## config.mk

```make
export PLATFORM = sky130hd
export DESIGN_NAME = csi_top
export DESIGN_NICKNAME = d
export VERILOG_FILES = /design/src/csi_pkg.sv /design/src/csi_top.sv
export VERILOG_INCLUDE_DIRS = /design/src
export SDC_FILE = /design/constraint.sdc
export NUM_CORES = 1
export LEC_CHECK = 0
export BUFFER_PORTS_ARGS = -buffer_cell sky130_fd_sc_hd__buf_2
export CAP_MARGIN = 20
export CELL_PAD_IN_SITES_DETAIL_PLACEMENT = 0
export CELL_PAD_IN_SITES_GLOBAL_PLACEMENT = 1
export CORE_ASPECT_RATIO = 2
export CORE_MARGIN = 4
export CORE_UTILIZATION = 40
export DETAILED_ROUTE_END_ITERATION = 8
export PLACE_DENSITY = 0.87
export SKIP_LAST_GASP = 1
export SLEW_MARGIN = 20
export SYNTH_ARGS = -nofsm -noshare
export SYNTH_HDL_FRONTEND = slang
export SYNTH_SLANG_ARGS = --single-unit
```

## constraint.sdc

```tcl
create_clock -name clk_i -period 2.4 [get_ports clk_i]
set_input_delay 0.24 -clock clk_i [delete_from_list [all_inputs] [get_ports clk_i]]
set_output_delay 0.24 -clock clk_i [all_outputs]
set_load 0.05 [all_outputs]
```

## src/csi_cfg.svh

```systemverilog
`ifndef CSI_CFG_SVH
`define CSI_CFG_SVH
// register addresses (4-bit data bus, 16-bit address)
`define CSI_ADDR_PULLUP   16'hff45
`define CSI_ADDR_CTRL     16'hff70
`define CSI_ADDR_MODE     16'hff71
`define CSI_ADDR_DATA_LO  16'hff72
`define CSI_ADDR_DATA_HI  16'hff73
`define CSI_ADDR_IRQ_EN   16'hffe3
`define CSI_ADDR_IRQ_FLAG 16'hfff3
// field positions
`define CSI_BIT_SIN_PU    0
`define CSI_BIT_SCK_PU    2
`define CSI_BIT_ENABLE    0
`define CSI_BIT_TRIGGER   1
`define CSI_BIT_PHASE     2
`define CSI_BIT_ORDER     3
`define CSI_BIT_IRQ       0
// reset values
`define CSI_RST_PULLUP    1'b1
`define CSI_RST_ZERO      1'b0
`define CSI_RST_MODE      2'h0
// bit count of one transfer
`define CSI_BITS_LAST     3'h7
`define CSI_BITS_ZERO     3'h0
`endif

```

## src/csi_pkg.sv

```systemverilog
package csi_pkg;
  // clock source encodings
  typedef enum logic [1:0] {
    CSI_SRC_EXT   = 2'b00,
    CSI_SRC_TIMER = 2'b01,
    CSI_SRC_HALF  = 2'b10,
    CSI_SRC_OSC   = 2'b11
  } csi_src_t;
  // transfer state
  typedef enum logic [0:0] {
    CSI_IDLE = 1'b0,
    CSI_RUN  = 1'b1
  } csi_state_t;
endpackage

```

## src/csi_top.sv

```systemverilog
`timescale 1ns/1ps
`include "csi_cfg.svh"
module csi_top
  import csi_pkg::*;
#(
  parameter bit NEG_POLARITY = 1'b1            // mask-option clock polarity
)(
  input  wire logic        clk_i,              // system clock, 20 MHz
  input  wire logic        reset_n_i,          // synchronous reset, active low
  input  wire logic [15:0] addr_i,             // register address
  input  wire logic [3:0]  wdata_i,            // write data
  input  wire logic        wr_i,               // write strobe
  input  wire logic        rd_i,               // read strobe
  output logic      [3:0]  rdata_o,            // read data, one cycle later
  input  wire logic        slow_osc_tick_i,    // slow oscillator edge enable
  input  wire logic        timer1_underflow_i, // timer 1 underflow pulse
  input  wire logic        sclk_in_i,          // shift clock pin level
  output logic             sclk_out_o,         // shift clock drive value
  output logic             sclk_oe_o,          // shift clock drive enable
  output logic             sclk_pullup_o,      // shift clock pull-up on
  input  wire logic        serial_in_pin_i,    // serial input pin
  output logic             serial_in_pullup_o, // serial input pull-up on
  output logic             serial_out_pin_o,   // serial output value
  output logic             serial_out_oe_o,    // serial output enable
  output logic             ready_out_n_o,      // ready, active low
  output logic             ready_oe_o,         // ready pin owned by serial
  output logic             serial_fn_o,        // port pins in serial function
  output logic             irq_o               // interrupt request level
);

  // software-visible control
  logic       serial_input_pullup_reg;   // input pull-up
  logic       shift_clock_pullup_reg;    // clock pull-up, storage in master
  logic       serial_function_enable_reg; // port function select
  logic [1:0] clock_source_select_reg;   // clock mode
  logic       sample_phase_select_reg;   // sampling edge
  logic       bit_order_select_reg;      // msb first when one
  logic [7:0] shift_data_reg;            // shift register and data
  logic       serial_irq_enable_reg;     // interrupt mask
  logic       serial_irq_flag_reg;       // interrupt factor
  csi_state_t state_reg;                 // idle or running
  logic [2:0] bit_cnt_reg;               // completed bits
  logic       ready_n_reg;               // ready output state
  logic       half_div_reg;              // divide-by-two for osc or timer
  logic       int_sclk_reg;              // internal clock level
  logic       sclk_prev_reg;             // previous shift clock level, internal or external
  logic       sin_latch_reg;             // bit sampled on the sampling edge
  logic [3:0] rdata_reg;                 // registered read data

  // decoded strobes
  logic wr_pullup, wr_ctrl, wr_mode, wr_lo, wr_hi, wr_en, wr_flag;
  logic master, trigger, clk_tick, rise, fall, act_edge, smp_edge, done;
  logic sclk_now;

  // address compare, reused for each register
  function automatic logic hit(input logic [15:0] a, input logic [15:0] r);
    hit = (a == r);
  endfunction

  assign wr_pullup = wr_i && hit(addr_i, `CSI_ADDR_PULLUP);
  assign wr_ctrl   = wr_i && hit(addr_i, `CSI_ADDR_CTRL);
  assign wr_mode   = wr_i && hit(addr_i, `CSI_ADDR_MODE);
  assign wr_lo     = wr_i && hit(addr_i, `CSI_ADDR_DATA_LO);
  assign wr_hi     = wr_i && hit(addr_i, `CSI_ADDR_DATA_HI);
  assign wr_en     = wr_i && hit(addr_i, `CSI_ADDR_IRQ_EN);
  assign wr_flag   = wr_i && hit(addr_i, `CSI_ADDR_IRQ_FLAG);

  assign master  = (clock_source_select_reg != CSI_SRC_EXT);
  // a second trigger while running is ignored here; software must not rely on it
  assign trigger = wr_ctrl && wdata_i[`CSI_BIT_TRIGGER] && (state_reg == CSI_IDLE);

  // internal clock tick: full osc, osc/2 or timer underflow/2
  always_comb
  begin
    case (csi_src_t'(clock_source_select_reg))
      CSI_SRC_OSC:   clk_tick = slow_osc_tick_i;
      CSI_SRC_HALF:  clk_tick = slow_osc_tick_i && half_div_reg;
      CSI_SRC_TIMER: clk_tick = timer1_underflow_i && half_div_reg;
      default:       clk_tick = 1'b0;
    endcase
  end

  // divide-by-two for the half-rate sources
  always_ff @(posedge clk_i)
  begin
    if (!reset_n_i)
      half_div_reg <= `CSI_RST_ZERO;
    else if (clock_source_select_reg == CSI_SRC_HALF && slow_osc_tick_i)
      half_div_reg <= ~half_div_reg;
    else if (clock_source_select_reg == CSI_SRC_TIMER && timer1_underflow_i)
      half_div_reg <= ~half_div_reg;
  end

  // internal clock generator: each tick is one half period, idle level inactive
  always_ff @(posedge clk_i)
  begin
    if (!reset_n_i)
      int_sclk_reg <= NEG_POLARITY;
    else if (state_reg == CSI_IDLE)
      int_sclk_reg <= NEG_POLARITY;                                     // park idle
    else if (master && clk_tick)
      int_sclk_reg <= ~int_sclk_reg;
  end

  // edge view of the active shift clock, internal or external
  assign sclk_now = master ? int_sclk_reg : sclk_in_i;
  always_ff @(posedge clk_i)
  begin
    if (!reset_n_i)
      sclk_prev_reg <= NEG_POLARITY;
    else
      sclk_prev_reg <= sclk_now;
  end
  assign rise     = (state_reg == CSI_RUN) && sclk_now && !sclk_prev_reg;
  assign fall     = (state_reg == CSI_RUN) && !sclk_now && sclk_prev_reg;
  assign act_edge = NEG_POLARITY ? fall : rise;
  // sampling edge: phase one is the active edge itself under negative polarity
  assign smp_edge = (sample_phase_select_reg ^ NEG_POLARITY) ? rise : fall;
  assign done     = act_edge && (bit_cnt_reg == `CSI_BITS_LAST);

  // run state and bit counter; a bit completes on each output edge
  always_ff @(posedge clk_i)
  begin
    if (!reset_n_i)
    begin
      state_reg   <= CSI_IDLE;
      bit_cnt_reg <= `CSI_BITS_ZERO;
    end
    else if (trigger)
    begin
      state_reg   <= CSI_RUN;
      bit_cnt_reg <= `CSI_BITS_ZERO;
    end
    else if (done)
    begin
      state_reg   <= CSI_IDLE;
      bit_cnt_reg <= `CSI_BITS_ZERO;
    end
    else if (act_edge)
      bit_cnt_reg <= bit_cnt_reg + 3'h1;
  end

  // sample the input pin on the chosen edge
  always_ff @(posedge clk_i)
  begin
    if (!reset_n_i)
      sin_latch_reg <= `CSI_RST_ZERO;
    else if (smp_edge)
      sin_latch_reg <= serial_in_pin_i;
  end

  // bit entering the shift register: when sampling and output share one edge
  // the pin is taken directly, otherwise the earlier sampled bit is used
  logic shift_in;                        // bit shifted in on the output edge
  assign shift_in = smp_edge ? serial_in_pin_i : sin_latch_reg;

  // shift register: loaded by software, shifted on the output edge;
  // sampled bit enters the vacated end so data reads back in order;
  // cleared at reset only so idle checks never see unknown contents
  always_ff @(posedge clk_i)
  begin
    if (!reset_n_i)
      shift_data_reg <= {8{`CSI_RST_ZERO}};
    else if (wr_lo)
      shift_data_reg[3:0] <= wdata_i;
    else if (wr_hi)
      shift_data_reg[7:4] <= wdata_i;
    else if (act_edge)
    begin
      if (bit_order_select_reg)
        shift_data_reg <= {shift_data_reg[6:0], shift_in};
      else
        shift_data_reg <= {shift_in, shift_data_reg[7:1]};
    end
  end
  // first bit is presented from the data write; output then moves only on the active edge
  assign serial_out_pin_o = bit_order_select_reg ? shift_data_reg[7] : shift_data_reg[0];
  assign serial_out_oe_o  = serial_function_enable_reg;

  // ready output for slave mode
  always_ff @(posedge clk_i)
  begin
    if (!reset_n_i)
      ready_n_reg <= 1'b1;
    else if (trigger && !master)
      ready_n_reg <= 1'b0;
    else if (rise || fall || state_reg == CSI_IDLE)
      ready_n_reg <= 1'b1;
  end
  assign ready_out_n_o = ready_n_reg;
  assign ready_oe_o    = serial_function_enable_reg && !master;

  // pin functions and pull-ups
  assign serial_fn_o        = serial_function_enable_reg;
  assign sclk_out_o         = int_sclk_reg;
  assign sclk_oe_o          = serial_function_enable_reg && master;
  assign serial_in_pullup_o = serial_input_pullup_reg;
  assign sclk_pullup_o      = shift_clock_pullup_reg && !master;

  // configuration registers
  always_ff @(posedge clk_i)
  begin
    if (!reset_n_i)
    begin
      serial_input_pullup_reg    <= `CSI_RST_PULLUP;
      shift_clock_pullup_reg     <= `CSI_RST_PULLUP;
      serial_function_enable_reg <= `CSI_RST_ZERO;
      clock_source_select_reg    <= `CSI_RST_MODE;
      sample_phase_select_reg    <= `CSI_RST_ZERO;
      bit_order_select_reg       <= `CSI_RST_ZERO;
      serial_irq_enable_reg      <= `CSI_RST_ZERO;
    end
    else
    begin
      if (wr_pullup)
      begin
        serial_input_pullup_reg <= wdata_i[`CSI_BIT_SIN_PU];
        shift_clock_pullup_reg  <= wdata_i[`CSI_BIT_SCK_PU];
      end
      if (wr_ctrl)
        serial_function_enable_reg <= wdata_i[`CSI_BIT_ENABLE];
      if (wr_mode)
      begin
        clock_source_select_reg <= wdata_i[1:0];
        sample_phase_select_reg <= wdata_i[`CSI_BIT_PHASE];
        bit_order_select_reg    <= wdata_i[`CSI_BIT_ORDER];
      end
      if (wr_en)
        serial_irq_enable_reg <= wdata_i[`CSI_BIT_IRQ];
    end
  end

  // interrupt flag: completion wins over a same-cycle clear
  always_ff @(posedge clk_i)
  begin
    if (!reset_n_i)
      serial_irq_flag_reg <= `CSI_RST_ZERO;
    else if (done)
      serial_irq_flag_reg <= 1'b1;
    else if (wr_flag && wdata_i[`CSI_BIT_IRQ])
      serial_irq_flag_reg <= 1'b0;
  end
  assign irq_o = serial_irq_flag_reg && serial_irq_enable_reg;

  // read mux, answer in the following cycle; unmapped reads zero
  always_ff @(posedge clk_i)
  begin
    if (!reset_n_i)
      rdata_reg <= 4'h0;
    else if (rd_i)
    begin
      case (addr_i)
        `CSI_ADDR_PULLUP:   rdata_reg <= {1'b0, shift_clock_pullup_reg, 1'b0,
                                          serial_input_pullup_reg};
        `CSI_ADDR_CTRL:     rdata_reg <= {2'b00, state_reg == CSI_RUN,
                                          serial_function_enable_reg};
        `CSI_ADDR_MODE:     rdata_reg <= {bit_order_select_reg, sample_phase_select_reg,
                                          clock_source_select_reg};
        `CSI_ADDR_DATA_LO:  rdata_reg <= shift_data_reg[3:0];
        `CSI_ADDR_DATA_HI:  rdata_reg <= shift_data_reg[7:4];
        `CSI_ADDR_IRQ_EN:   rdata_reg <= {3'h0, serial_irq_enable_reg};
        `CSI_ADDR_IRQ_FLAG: rdata_reg <= {3'h0, serial_irq_flag_reg};
        default:            rdata_reg <= 4'h0;
      endcase
    end
  end
  assign rdata_o = rdata_reg;

  // checks
  property p_trig_run;
    @(posedge clk_i) disable iff (!reset_n_i) trigger |=> state_reg == CSI_RUN;
  endproperty
  a_trig_run: assert property (p_trig_run) else $error("trigger did not start");
  property p_done_flag;
    @(posedge clk_i) disable iff (!reset_n_i) done |=> serial_irq_flag_reg && state_reg == CSI_IDLE;
  endproperty
  a_done_flag: assert property (p_done_flag) else $error("flag not set at end");
  property p_zero_keeps;
    @(posedge clk_i) disable iff (!reset_n_i)
      serial_irq_flag_reg && wr_flag && !wdata_i[`CSI_BIT_IRQ] |=> serial_irq_flag_reg;
  endproperty
  a_zero_keeps: assert property (p_zero_keeps) else $error("flag lost on zero write");
  property p_irq;
    @(posedge clk_i) disable iff (!reset_n_i)
      irq_o == (serial_irq_flag_reg && serial_irq_enable_reg);
  endproperty
  a_irq: assert property (p_irq) else $error("irq mismatch");
  property p_pullup;
    @(posedge clk_i) disable iff (!reset_n_i) master |-> !sclk_pullup_o;
  endproperty
  a_pullup: assert property (p_pullup) else $error("pullup in master");
  property p_ready;
    @(posedge clk_i) disable iff (!reset_n_i) trigger && !master |=> !ready_out_n_o;
  endproperty
  a_ready: assert property (p_ready) else $error("ready not low");
  property p_rdy_oe;
    @(posedge clk_i) disable iff (!reset_n_i) master |-> !ready_oe_o;
  endproperty
  a_rdy_oe: assert property (p_rdy_oe) else $error("ready oe in master");
  property p_idle_still;
    @(posedge clk_i) disable iff (!reset_n_i)
      state_reg == CSI_IDLE && !wr_lo && !wr_hi && !wr_mode |=> $stable(shift_data_reg);
  endproperty
  a_idle_still: assert property (p_idle_still) else $error("data moved while idle");
endmodule

```

# After elaboration in Yosys (flattened, before gate mapping)
# Index checks and enable logic that the tools add are counted.
dict set report word_totals {
  ff_bits 30
  in_bits 28
  output_inout_bits 14
  wordCells 96
}
dict set report classes {
  add_sub_neg 1
  n_eq_ne 12
  n_mux 19
  bitwise 5
  n_reduce_logical 41
}
# operator n
set ops {}
lappend ops {{16-bit equality test (second input constant)} 7}
lappend ops {{4-bit one-hot mux with 7 select lines} 1}
lappend ops {{1-bit logical AND} 25}
lappend ops {{8-bit two-way mux} 2}
lappend ops {{2-bit nonzero test} 7}
lappend ops {{1-bit two-way mux} 12}
lappend ops {{4-bit two-way mux} 3}
lappend ops {{2-bit AND reduction} 3}
lappend ops {{1-bit NOT} 5}
lappend ops {{2-bit equality test (second input constant)} 2}
lappend ops {{3-bit by 1-bit adder with 3-bit output (second input constant)} 1}
lappend ops {{3-bit equality test (second input constant)} 1}
lappend ops {{1-bit zero test} 3}
lappend ops {{1-bit one-hot mux with 3 select lines} 1}
lappend ops {{3-bit OR reduction} 1}
lappend ops {{2-bit by 1-bit equality test with 1-bit output (second input constant)} 1}
lappend ops {{1-bit logical OR} 2}
lappend ops {{2-bit inequality test (second input constant)} 1}

# Logic depth before layout (Yosys ltp)
# Gate-level depths: netlist of run 1.
dict set report logic_depth {
  ltp_word 11
  depth_mapped 7
}

# Worst setup path before layout of run 1
# OpenSTA, ideal clock, no wires.
dict set report synth_path {
  kind {register to register}
  from {reg clock_source_select_reg[0]}
  to {reg shift_data_reg[7]}
  t_arrival_ns 1.818
  required_time_ns 2.330
  setup_slack_ns 0.512
  path_stages_with_launch 8
  n_path_buf 0
  synth_period_minus_slack_ns 1.888
  path_cell_list {dfxtp_1 inv_1 ha_1 mux2i_1 nand3_1 o21ai_1 o221ai_1 a21oi_1}
}
dict set report synth_between {
  elab_chain_cells 10
}
# item line_no
set synth_lines {}
lappend synth_lines {{start, declared} csi_top.sv:35} ;# logic [1:0] clock_source_select_reg;
lappend synth_lines {{start signal, assigned} csi_top.sv:208} ;# clock_source_select_reg <= `CSI_RST_MODE;
lappend synth_lines {{start signal, assigned} csi_top.sv:224} ;# clock_source_select_reg <= wdata_i[1:0];
lappend synth_lines {{2-bit nonzero test (*)} csi_top.sv:68} ;# assign master = (clock_source_select_reg != CSI_SRC_EXT);
lappend synth_lines {{1-bit two-way mux (*)} csi_top.sv:106} ;# assign sclk_now = master ? int_sclk_reg : sclk_in_i;
lappend synth_lines {{1-bit zero test} csi_top.sv:115} ;# assign fall = (state_reg == CSI_RUN) && !sclk_now && sclk_prev_reg;
lappend synth_lines {{1-bit logical AND (2 in a row)} csi_top.sv:115}
lappend synth_lines {{1-bit two-way mux} csi_top.sv:118} ;# assign smp_edge = (sample_phase_select_reg ^ NEG_POLARITY) ? rise : fall;
lappend synth_lines {{1-bit two-way mux} csi_top.sv:155} ;# assign shift_in = smp_edge ? serial_in_pin_i : sin_latch_reg;
lappend synth_lines {{8-bit two-way mux} csi_top.sv:170} ;# if (bit_order_select_reg)
lappend synth_lines {{8-bit two-way mux} csi_top.sv:168} ;# else if (act_edge)
lappend synth_lines {{4-bit two-way mux} csi_top.sv:166} ;# else if (wr_hi)
lappend synth_lines {{end signal, assigned} csi_top.sv:167} ;# shift_data_reg[7:4] <= wdata_i;
lappend synth_lines {{end signal, assigned} csi_top.sv:171} ;# shift_data_reg <= {shift_data_reg[6:0], shift_in};
lappend synth_lines {{end signal, assigned} csi_top.sv:173} ;# shift_data_reg <= {shift_in, shift_data_reg[7:1]};
lappend synth_lines {{end, declared} csi_top.sv:38} ;# logic [7:0] shift_data_reg;
# Mark *: on every way between the ends. The rest lies on a longest branch, timed or not. The select of a mux whose other input is x is not followed.
# A chain may end at the register's enable or synchronous reset.

# Worst setup path in the final report of run 1
dict set report layout_path {
  from {reg clock_source_select_reg[1]}
  to {reg shift_data_reg[7]}
}
# Same word-level chain as after synthesis.

==> results list, run 1 <==
- Status: finished, final reports clean
- Minimum setup slack among reg-to-reg paths: 250 ps
- In the final layout, flip-flops and latches occupy 601 sq um.
- The clock reaches the later pin of the worst-skew pair after 280 ps.
- Pleak: 0.912 nW
- Most area-hungry cell type in the Yosys netlist: dfxtp_1
- The share of total power dissipated in sequential elements is 50.1%.
- Counting the fill cells in the layout gives 470.
* Via density: 5.83
- Family with the most delay on the worst path: compound AO/OA/AOI/OAI gates
* Net switching component of the power: 0.000235 W
* Largest incremental delay on the critical path: 440 ps
* CP Capture Point: shift_data_reg[7]
* Die Span X: 56.6 um
* Final worst path period share: 89.6%
- Counting every instance in the synthesized netlist gives 213.
- Count of buffering cells on the critical path with inverters included: 1
- Share of cells above drive strength 1: 25.9%
* Data required time of the worst path: 2610 ps
* Number of levels the H-tree was split into: 2
* Skew final: 2.91 ps
- Portion of total power attributed to the clock network: 41.5%
- Relative area change from synthesis to final layout: 18.0%
- Antenna fix cells: 0
- The count of endpoints failing hold in the final timing report came to 0.
* Input/output buffers: 41
- Cell with the most instances after synthesis: dfxtp_1
* Syn Std Cell Area: 1890 sq um
- STA classifies the critical path startpoint as a flop.
- During I/O placement, the number of pins put on the boundary was 42.
- Post-cts hold buffer count: 0
* Final setup violating endpoints: 0
- Max reg flops: 8
- The floorplan step defined a die boundary enclosing 5950 sq um.
- Clock root cell: clkbuf_8
* Largest net degree at the start of global routing: 16
* Setup Crit Path Kind: flop to flop
* Number of buffers created by CTS: 5
- The max-slew violation total from the final report came to 0.
- Setup repair after global routing missed its margin: false
* Routed wire per std cell: 17.1 um
- The endpoint identified for the worst register-to-register timing path is shift_data_reg[7].
- Seq/Total Area, Yosys: 31.8%
* Reg2reg path depth: 7
- Clock-pin transition on the worst setup and hold timing paths: 60 ps
- Max-cap violations in this run came to 0.
* Count of different cell masters after synthesis: 48
* Int Power: 0.000764 W
* Portion of total power attributed to combinational logic: 8.4%
- Max VDD drop: 251 uV
- Counting flops with an async set or reset pin after synthesis yields a share of 0%.
- Startpoint of the most critical register-to-register path: clock_source_select_reg[1]
* Syn_nets: 248
- Number of enable flip-flop cells after synthesis: 0
* Maximum buffer depth of the clock tree: 2
* Number of synthesized register bits: 30
- Headroom to the max-slew limit came out at 62.8%.
- The first routing iteration left 58 violations.
- Via count of the first global-routing pass: 1776
- Along the worst path, the maximum fanout reaches 7.
* Clock Sinks: 30
- After legalization and detailed placement, the total HPWL measured 4180 um.
- Total stage count of the critical path: 7
- By count the netlist is led by dfxtp_1, mux2i_1, nor2_1.
- Post-CTS setup buffer count: 0
- Post-layout utilization of the core: 48.4%
- Top post-synthesis cells by area: dfxtp_1, mux2i_1, ha_1
- Leading register cell type out of synthesis: dfxtp_1
- TritonCTS built the clock tree.
- At the end of routability-driven placement, the weighted congestion stood at 0.898.
* Global-route wire length before repair: 8860 um
- Layout Nets: 289
* Remaining DRCs: 0
- Number of rows created at floorplan: 35
- The count of nets left with antenna violations once routing finished came out at 0.
- The total overflow left after global routing is 0.
- Area of the placeable core: 4600 sq um
- Number of antenna violations at the first check in global routing: 0
- Average instance area after synthesis: 8.86 sq um
* Worst-Margin Slew: 558 ps
- STA classifies the critical path endpoint as a flop.
* Timing startpoint of the critical path: clock_source_select_reg[1]
* Final TNS setup: 0 ps
- Starting Density: 41.0%
- Max Fclk: 465 MHz
- Number of vias in the routed layout: 1808
- Yosys top cell area share: 31.8%
- Sum of routed wire length over all layers: 5300 um
* Switching power share of the total: 23.5%
- Worst min-delay path class: input pin to flop
- The multi-input combinational cells in the finished layout cover a total of 1210 sq um.
- Walking the worst path, the cells encountered are inv_1 > ha_1 > mux2i_1 > nand3_1 > o21ai_1 > o221ai_1 > a21oi_1.
- The worst hold path begins at wdata_i[3].
- The die is 105 um tall.
- Post-CTS resize count: 0
* Warnings, synthesis: 0
- The first detailed-routing pass ran for 5 iterations.
* Critical path arrival: 2360 ps
- Subtracting the final worst setup slack from the clock period gives 2150 ps.
* Pwr per Cell Area: 449 nW/um^2
- Global routing used 18.7% of the available tracks.
- The largest individual stage delay along the critical path comes from the cell mux2i_1.
## power by group through the flow
stage	Sequential (W)	Clock [W]	Combinational (W)
final	0.000501	0.000415	0.0000836
after global routing	0.000501	0.000456	0.0000918
after CTS	0.000501	0.000422	0.0000838
after detailed placement	0.000512	0	0.0000836
after global placement	0.000512	0	0.0000827
after floorplan	0.000514	0	0.0000396
## metal layers
metal,wire (um),global-route usage (%),vias up
li1,-,-,872
met1,1940,19.8,855
met2,2930,33.1,65
met3,265,3.58,16
met4,160,11.0,0
met5,0,0,-
## worst min-delay path, stage by stage
cell,delay (ps)
buf_2,110
nand3_1,70
o21ai_0,70
## cell type report
class | instances | area share [%]
Clock inverter | 1 | 0.225
Inverter | 6 | 1.01
Timing Repair Buffer | 45 | 10.6
Tap cell | 55 | 3.09
Sequential cell | 30 | 27.0
Clock buffer | 7 | 3.88
Multi-Input combinational cell | 166 | 54.2
## cell families (layout without fill, tap and decap cells)
family | after synthesis | after routing | share of synthesized area [%]
adder cells (fa/ha/maj) | 7 | 7 | 4.64
AO/OA/AOI/OAI | 42 | 42 | 13.9
multiplexers | 29 | 29 | 17.1
XOR/XNOR | 3 | 3 | 1.39
buffers and inverters | 17 | 59 | 4.18
flip-flops | 30 | 30 | 31.8
AND/OR/NAND/NOR | 85 | 85 | 27.0
## per-stage QoR
step / worst slack [ps] / instances / total power, W / instance area, sq um / hold WS [ps]
floorplan: 512 / 213 / 0.000554 / 1890 / 365
global placement: 373 / 302 / 0.000595 / 2130 / 457
detailed placement: 258 / 302 / 0.000596 / 2130 / 461
CTS: 235 / 310 / 0.00101 / 2230 / 234
global route: 1.66 / 310 / 0.00105 / 2230 / 254
finish: 250 / 310 / 0.00100 / 2230 / 239
## cell usage in the layout, fill, tap and decap left out, types with 2 or more instances in the layout
| cell | netlist | final |
|---|---|---|
| a211oi_1 | 2 | 2 |
| a21oi_1 | 13 | 13 |
| a22oi_1 | 2 | 2 |
| a32oi_1 | 2 | 2 |
| and2_1 | 4 | 4 |
| and3_1 | 2 | 2 |
| and4_1 | 2 | 2 |
| and4b_1 | 2 | 2 |
| buf_2 | 3 | 41 |
| buf_4 | 3 | 4 |
| clkbuf_8 | 0 | 6 |
| dfxtp_1 | 30 | 30 |
| ha_1 | 7 | 7 |
| inv_1 | 6 | 6 |
| mux2_2 | 6 | 6 |
| mux2i_1 | 21 | 21 |
| mux4_2 | 2 | 2 |
| nand2_1 | 12 | 12 |
| nand2b_1 | 3 | 3 |
| nand3_1 | 12 | 12 |
| nand4_1 | 5 | 5 |
| nand4b_1 | 5 | 5 |
| nor2_1 | 16 | 16 |
| nor2b_1 | 2 | 2 |
| nor3_1 | 4 | 4 |
| nor3b_1 | 4 | 4 |
| nor4bb_1 | 2 | 2 |
| o21ai_0 | 14 | 14 |
| or3_1 | 2 | 2 |
| xnor2_1 | 2 | 2 |
## worst min path at each step
stage	depth (start not counted)	slack (ps)	to
detailed placement	2	460	rdata_o[3]
global route	3	250	shift_data_reg[3]
global placement	2	460	rdata_o[3]
CTS	3	230	shift_data_reg[3]
finish	3	240	shift_data_reg[3]
floorplan	2	370	serial_in_pullup_o
Note: power is estimated with default switching activity, not from simulation.
==> run 2: changes to the inputs <==
--- a/config.mk
+++ b/config.mk
@@ -12,9 +12,12 @@
 export CELL_PAD_IN_SITES_GLOBAL_PLACEMENT = 1
 export CORE_ASPECT_RATIO = 2
 export CORE_MARGIN = 4
-export CORE_UTILIZATION = 40
+export CORE_UTILIZATION = 42
+export CTS_BUF_LIST = sky130_fd_sc_hd__clkbuf_4
+export CTS_CLUSTER_SIZE = 40
 export DETAILED_ROUTE_END_ITERATION = 8
-export PLACE_DENSITY = 0.87
+export PLACE_DENSITY = 0.9
+export REMOVE_ABC_BUFFERS = 1
 export SKIP_LAST_GASP = 1
 export SLEW_MARGIN = 20
 export SYNTH_ARGS = -nofsm -noshare
==> run 2 against run 1 <==
Against the previous run:
- power shrank 12%
- wire length shrank 2.7%
- first-iteration DRC count shrank 3.4%
- global-route usage grew 0.43 points
- largest cell class unchanged
- clock-buffer cell count shrank 1
- sequential power is essentially flat
- via count is essentially flat
- critical endpoint unchanged
- highest routed layer unchanged
==> results list, run 2 (synthesis results as in run 1) <==
- The area used by multi-input combinational logic was 1210 sq um (unchanged).
* Post-CTS resize count: 0 (unchanged)
- Post-cts hold buffer count: 0 (unchanged)
- Data required time of the worst path: 2660 ps (was 2610 ps)
- The total negative slack was 0 ps (unchanged).
- Setup Crit Path Kind: flop to flop (unchanged)
* Die Span X: 55.4 um (was 56.6 um)
- Final setup violating endpoints: 0 (unchanged)
* Skew-Pair Late Insertion Delay: 330 ps (was 280 ps)
* Crit-path max FO: 7 (unchanged)
* Final worst path period share: 84.1% (was 89.6%)
- The total global-route track usage was 19.2% (was 18.7%).
- The area of placed instances is 2120 sq um (was 2130 sq um).
- Setup repair after global routing missed its margin: false (unchanged)
* Via count of the first global-routing pass: 1887 (was 1776)
* Clock Sinks: 30 (unchanged)
- The starting utilization of the core area is 43.5% (was 41.0%).
* Worst min-delay path class: input pin to flop (unchanged)
- Clock tree from TritonCTS: yes (unchanged)
* Routability congestion estimate from global placement: 0.844 (was 0.898)
- Sort of element at the start of the critical path: flop (unchanged)
* Die footprint: 5690 sq um (was 5950 sq um)
- Skew final: 6.41 ps (was 2.91 ps)
- Layout fillers: 468 (was 470)
- The power per standard cell area was 406 nW/um^2 (was 449 nW/um^2).
- CP Capture Type: flop (unchanged)
- The total clock buffers created by CTS was 5 (unchanged).
- Clock-pin transition on the worst setup and hold timing paths: 100 ps (was 60 ps)
* DP HPWL: 3940 um (was 4180 um)
* Worst-Margin Slew: 543 ps (was 558 ps)
* Area used by sequential logic in the layout: 601 sq um (unchanged)
- The least setup slack across all paths after layout came to 381 ps (was 250 ps).
* Via density: 5.89 (was 5.83)
- The post-synthesis to final-layout area growth came to 15.1% (was 18.0%).
- The length of the first detailed-routing pass in iterations is 4 (was 5).
* Max reg flops: 8 (unchanged)
* DRT iter0 DRCs: 56 (was 58)
- The cell at the root of the clock tree is clkbuf_4 (was clkbuf_8).
* Remaining DRCs: 0 (unchanged)
- The count of antenna-violating nets left after detailed routing was 0 (unchanged).
- Tightest slew margin relative to the limit: 63.8% (was 62.8%)
- Number of antenna violations at the first check in global routing: 0 (unchanged)
- The max-slew violation total from the final report came to 0 (unchanged).
- The count of input and output buffers came to 41 (unchanged).
- Period minus WS final: 2020 ps (was 2150 ps)
- Total congestion overflow: 0 (unchanged)
- The height of the die came to 103 um (was 105 um).
- The reported leakage power was 0.886 nW (was 0.912 nW).
- The via count was 1807 (was 1808).
- The setup slack at placement came to 405 ps (was 258 ps).
- Status: finished, final reports clean (unchanged)
- Critical path arrival: 2280 ps (was 2360 ps)
- The number of placement rows was 34 (was 35).
- The total core area was 4340 sq um (was 4600 sq um).
- The routed wire length per instance is 16.8 um (was 17.1 um).
- Largest net degree at the start of global routing: 16 (unchanged)
- The maximum clock insertion buffer count is 2 (unchanged).
* Timing startpoint of the critical path: clock_source_select_reg[0] (was clock_source_select_reg[1])
* Number of levels the H-tree was split into: 2 (unchanged)
* Reg2reg path depth: 8 (was 7)
* Global-route wire length before repair: 8520 um (was 8860 um)
- The endpoint of the worst-slack reg-to-reg timing path was shift_data_reg[7] (unchanged).
- Final Instance Area: 2170 sq um (was 2230 sq um)
- Post-CTS setup buffer count: 0 (unchanged)
* Sum of routed wire length over all layers: 5160 um (was 5300 um)
- Most common cell after layout, fill and taps aside: buf_2 (unchanged)
- Startpoint of the most critical register-to-register path: clock_source_select_reg[0] (was clock_source_select_reg[1])
* Max VDD drop: 327 uV (was 251 uV)
- The antenna diode count is 0 (unchanged).
- The timing-limited maximum frequency came to 495 MHz (was 465 MHz).
* CP Capture Point: shift_data_reg[7] (unchanged)
* Post-layout utilization of the core: 50.1% (was 48.4%)
* Total chip power: 0.000882 W (was 0.00100 W)
* Share of cells above drive strength 1: 25.3% (was 25.9%)
- Highest-count cells in the layout ignoring fill and taps: buf_2, dfxtp_1, mux2i_1 (unchanged)
- Final hold violations: 0 (unchanged)
- The number of nets in the layout came to 287 (was 289).
* Minimum setup slack among reg-to-reg paths: 380 ps (was 250 ps)
* Number of max-capacitance violations reported: 0 (unchanged)
- Top-level port count: 42 (unchanged)
-- run 2: how the worst min path moves through the flow --
stage,from,to,cells past startpoint,slack (ps)
global placement,rdata_o[3],rdata_o[3],2,470
finish,wdata_i[3],shift_data_reg[3],3,180
global route,wdata_i[3],shift_data_reg[3],3,200
detailed placement,rdata_o[1],rdata_o[1],2,460
CTS,wdata_i[3],shift_data_reg[3],3,170
floorplan,reset_n_i,ready_out_n_o,1,300
-- run 2: area by class of cell --
cell class | instances | area share, %
Sequential cell | 30 | 27.6
Inverter | 6 | 1.04
Multi-Input combinational cell | 166 | 55.6
Tap cell | 54 | 3.11
Clock inverter | 2 | 0.403
Timing Repair Buffer | 43 | 10.1
Clock buffer | 6 | 2.07
-- run 2: stage by stage --
step           std cells  hold WS (ps)
2_1_floorplan        202           302
3_3_place_gp         299           467
3_5_place_dp         299           461
4_1_cts              307           172
5_1_grt              307           199
6_report             307           183
-- run 2: power by group --
group | switching (W) | internal [W]
logic | 0.0000484 | 0.0000329
registers | 0.00000186 | 0.000499
clock network | 0.000179 | 0.000121
total | 0.000229 | 0.000653
-- run 2: per-layer routing --
| layer | vias up | wire length, um | global-route usage, % | part of all wire (%) |
|---|---|---|---|---|
| met5 | - | 0 | 0 | 0 |
| met4 | 0 | 182 | 12.5 | 3.5 |
| met3 | 20 | 315 | 5.26 | 6.1 |
| met2 | 72 | 2790 | 35.0 | 54 |
| met1 | 846 | 1870 | 18.7 | 36 |
| li1 | 869 | - | - | - |
-- run 2: worst max-delay path, cell delays in order (launching register included) --
cell,delay [ps]
dfxtp_1,410
inv_1,100
ha_1,280
mux2i_1,170
buf_4,160
nand3_1,220
o21ai_1,280
o221ai_1,180
a21oi_1,140
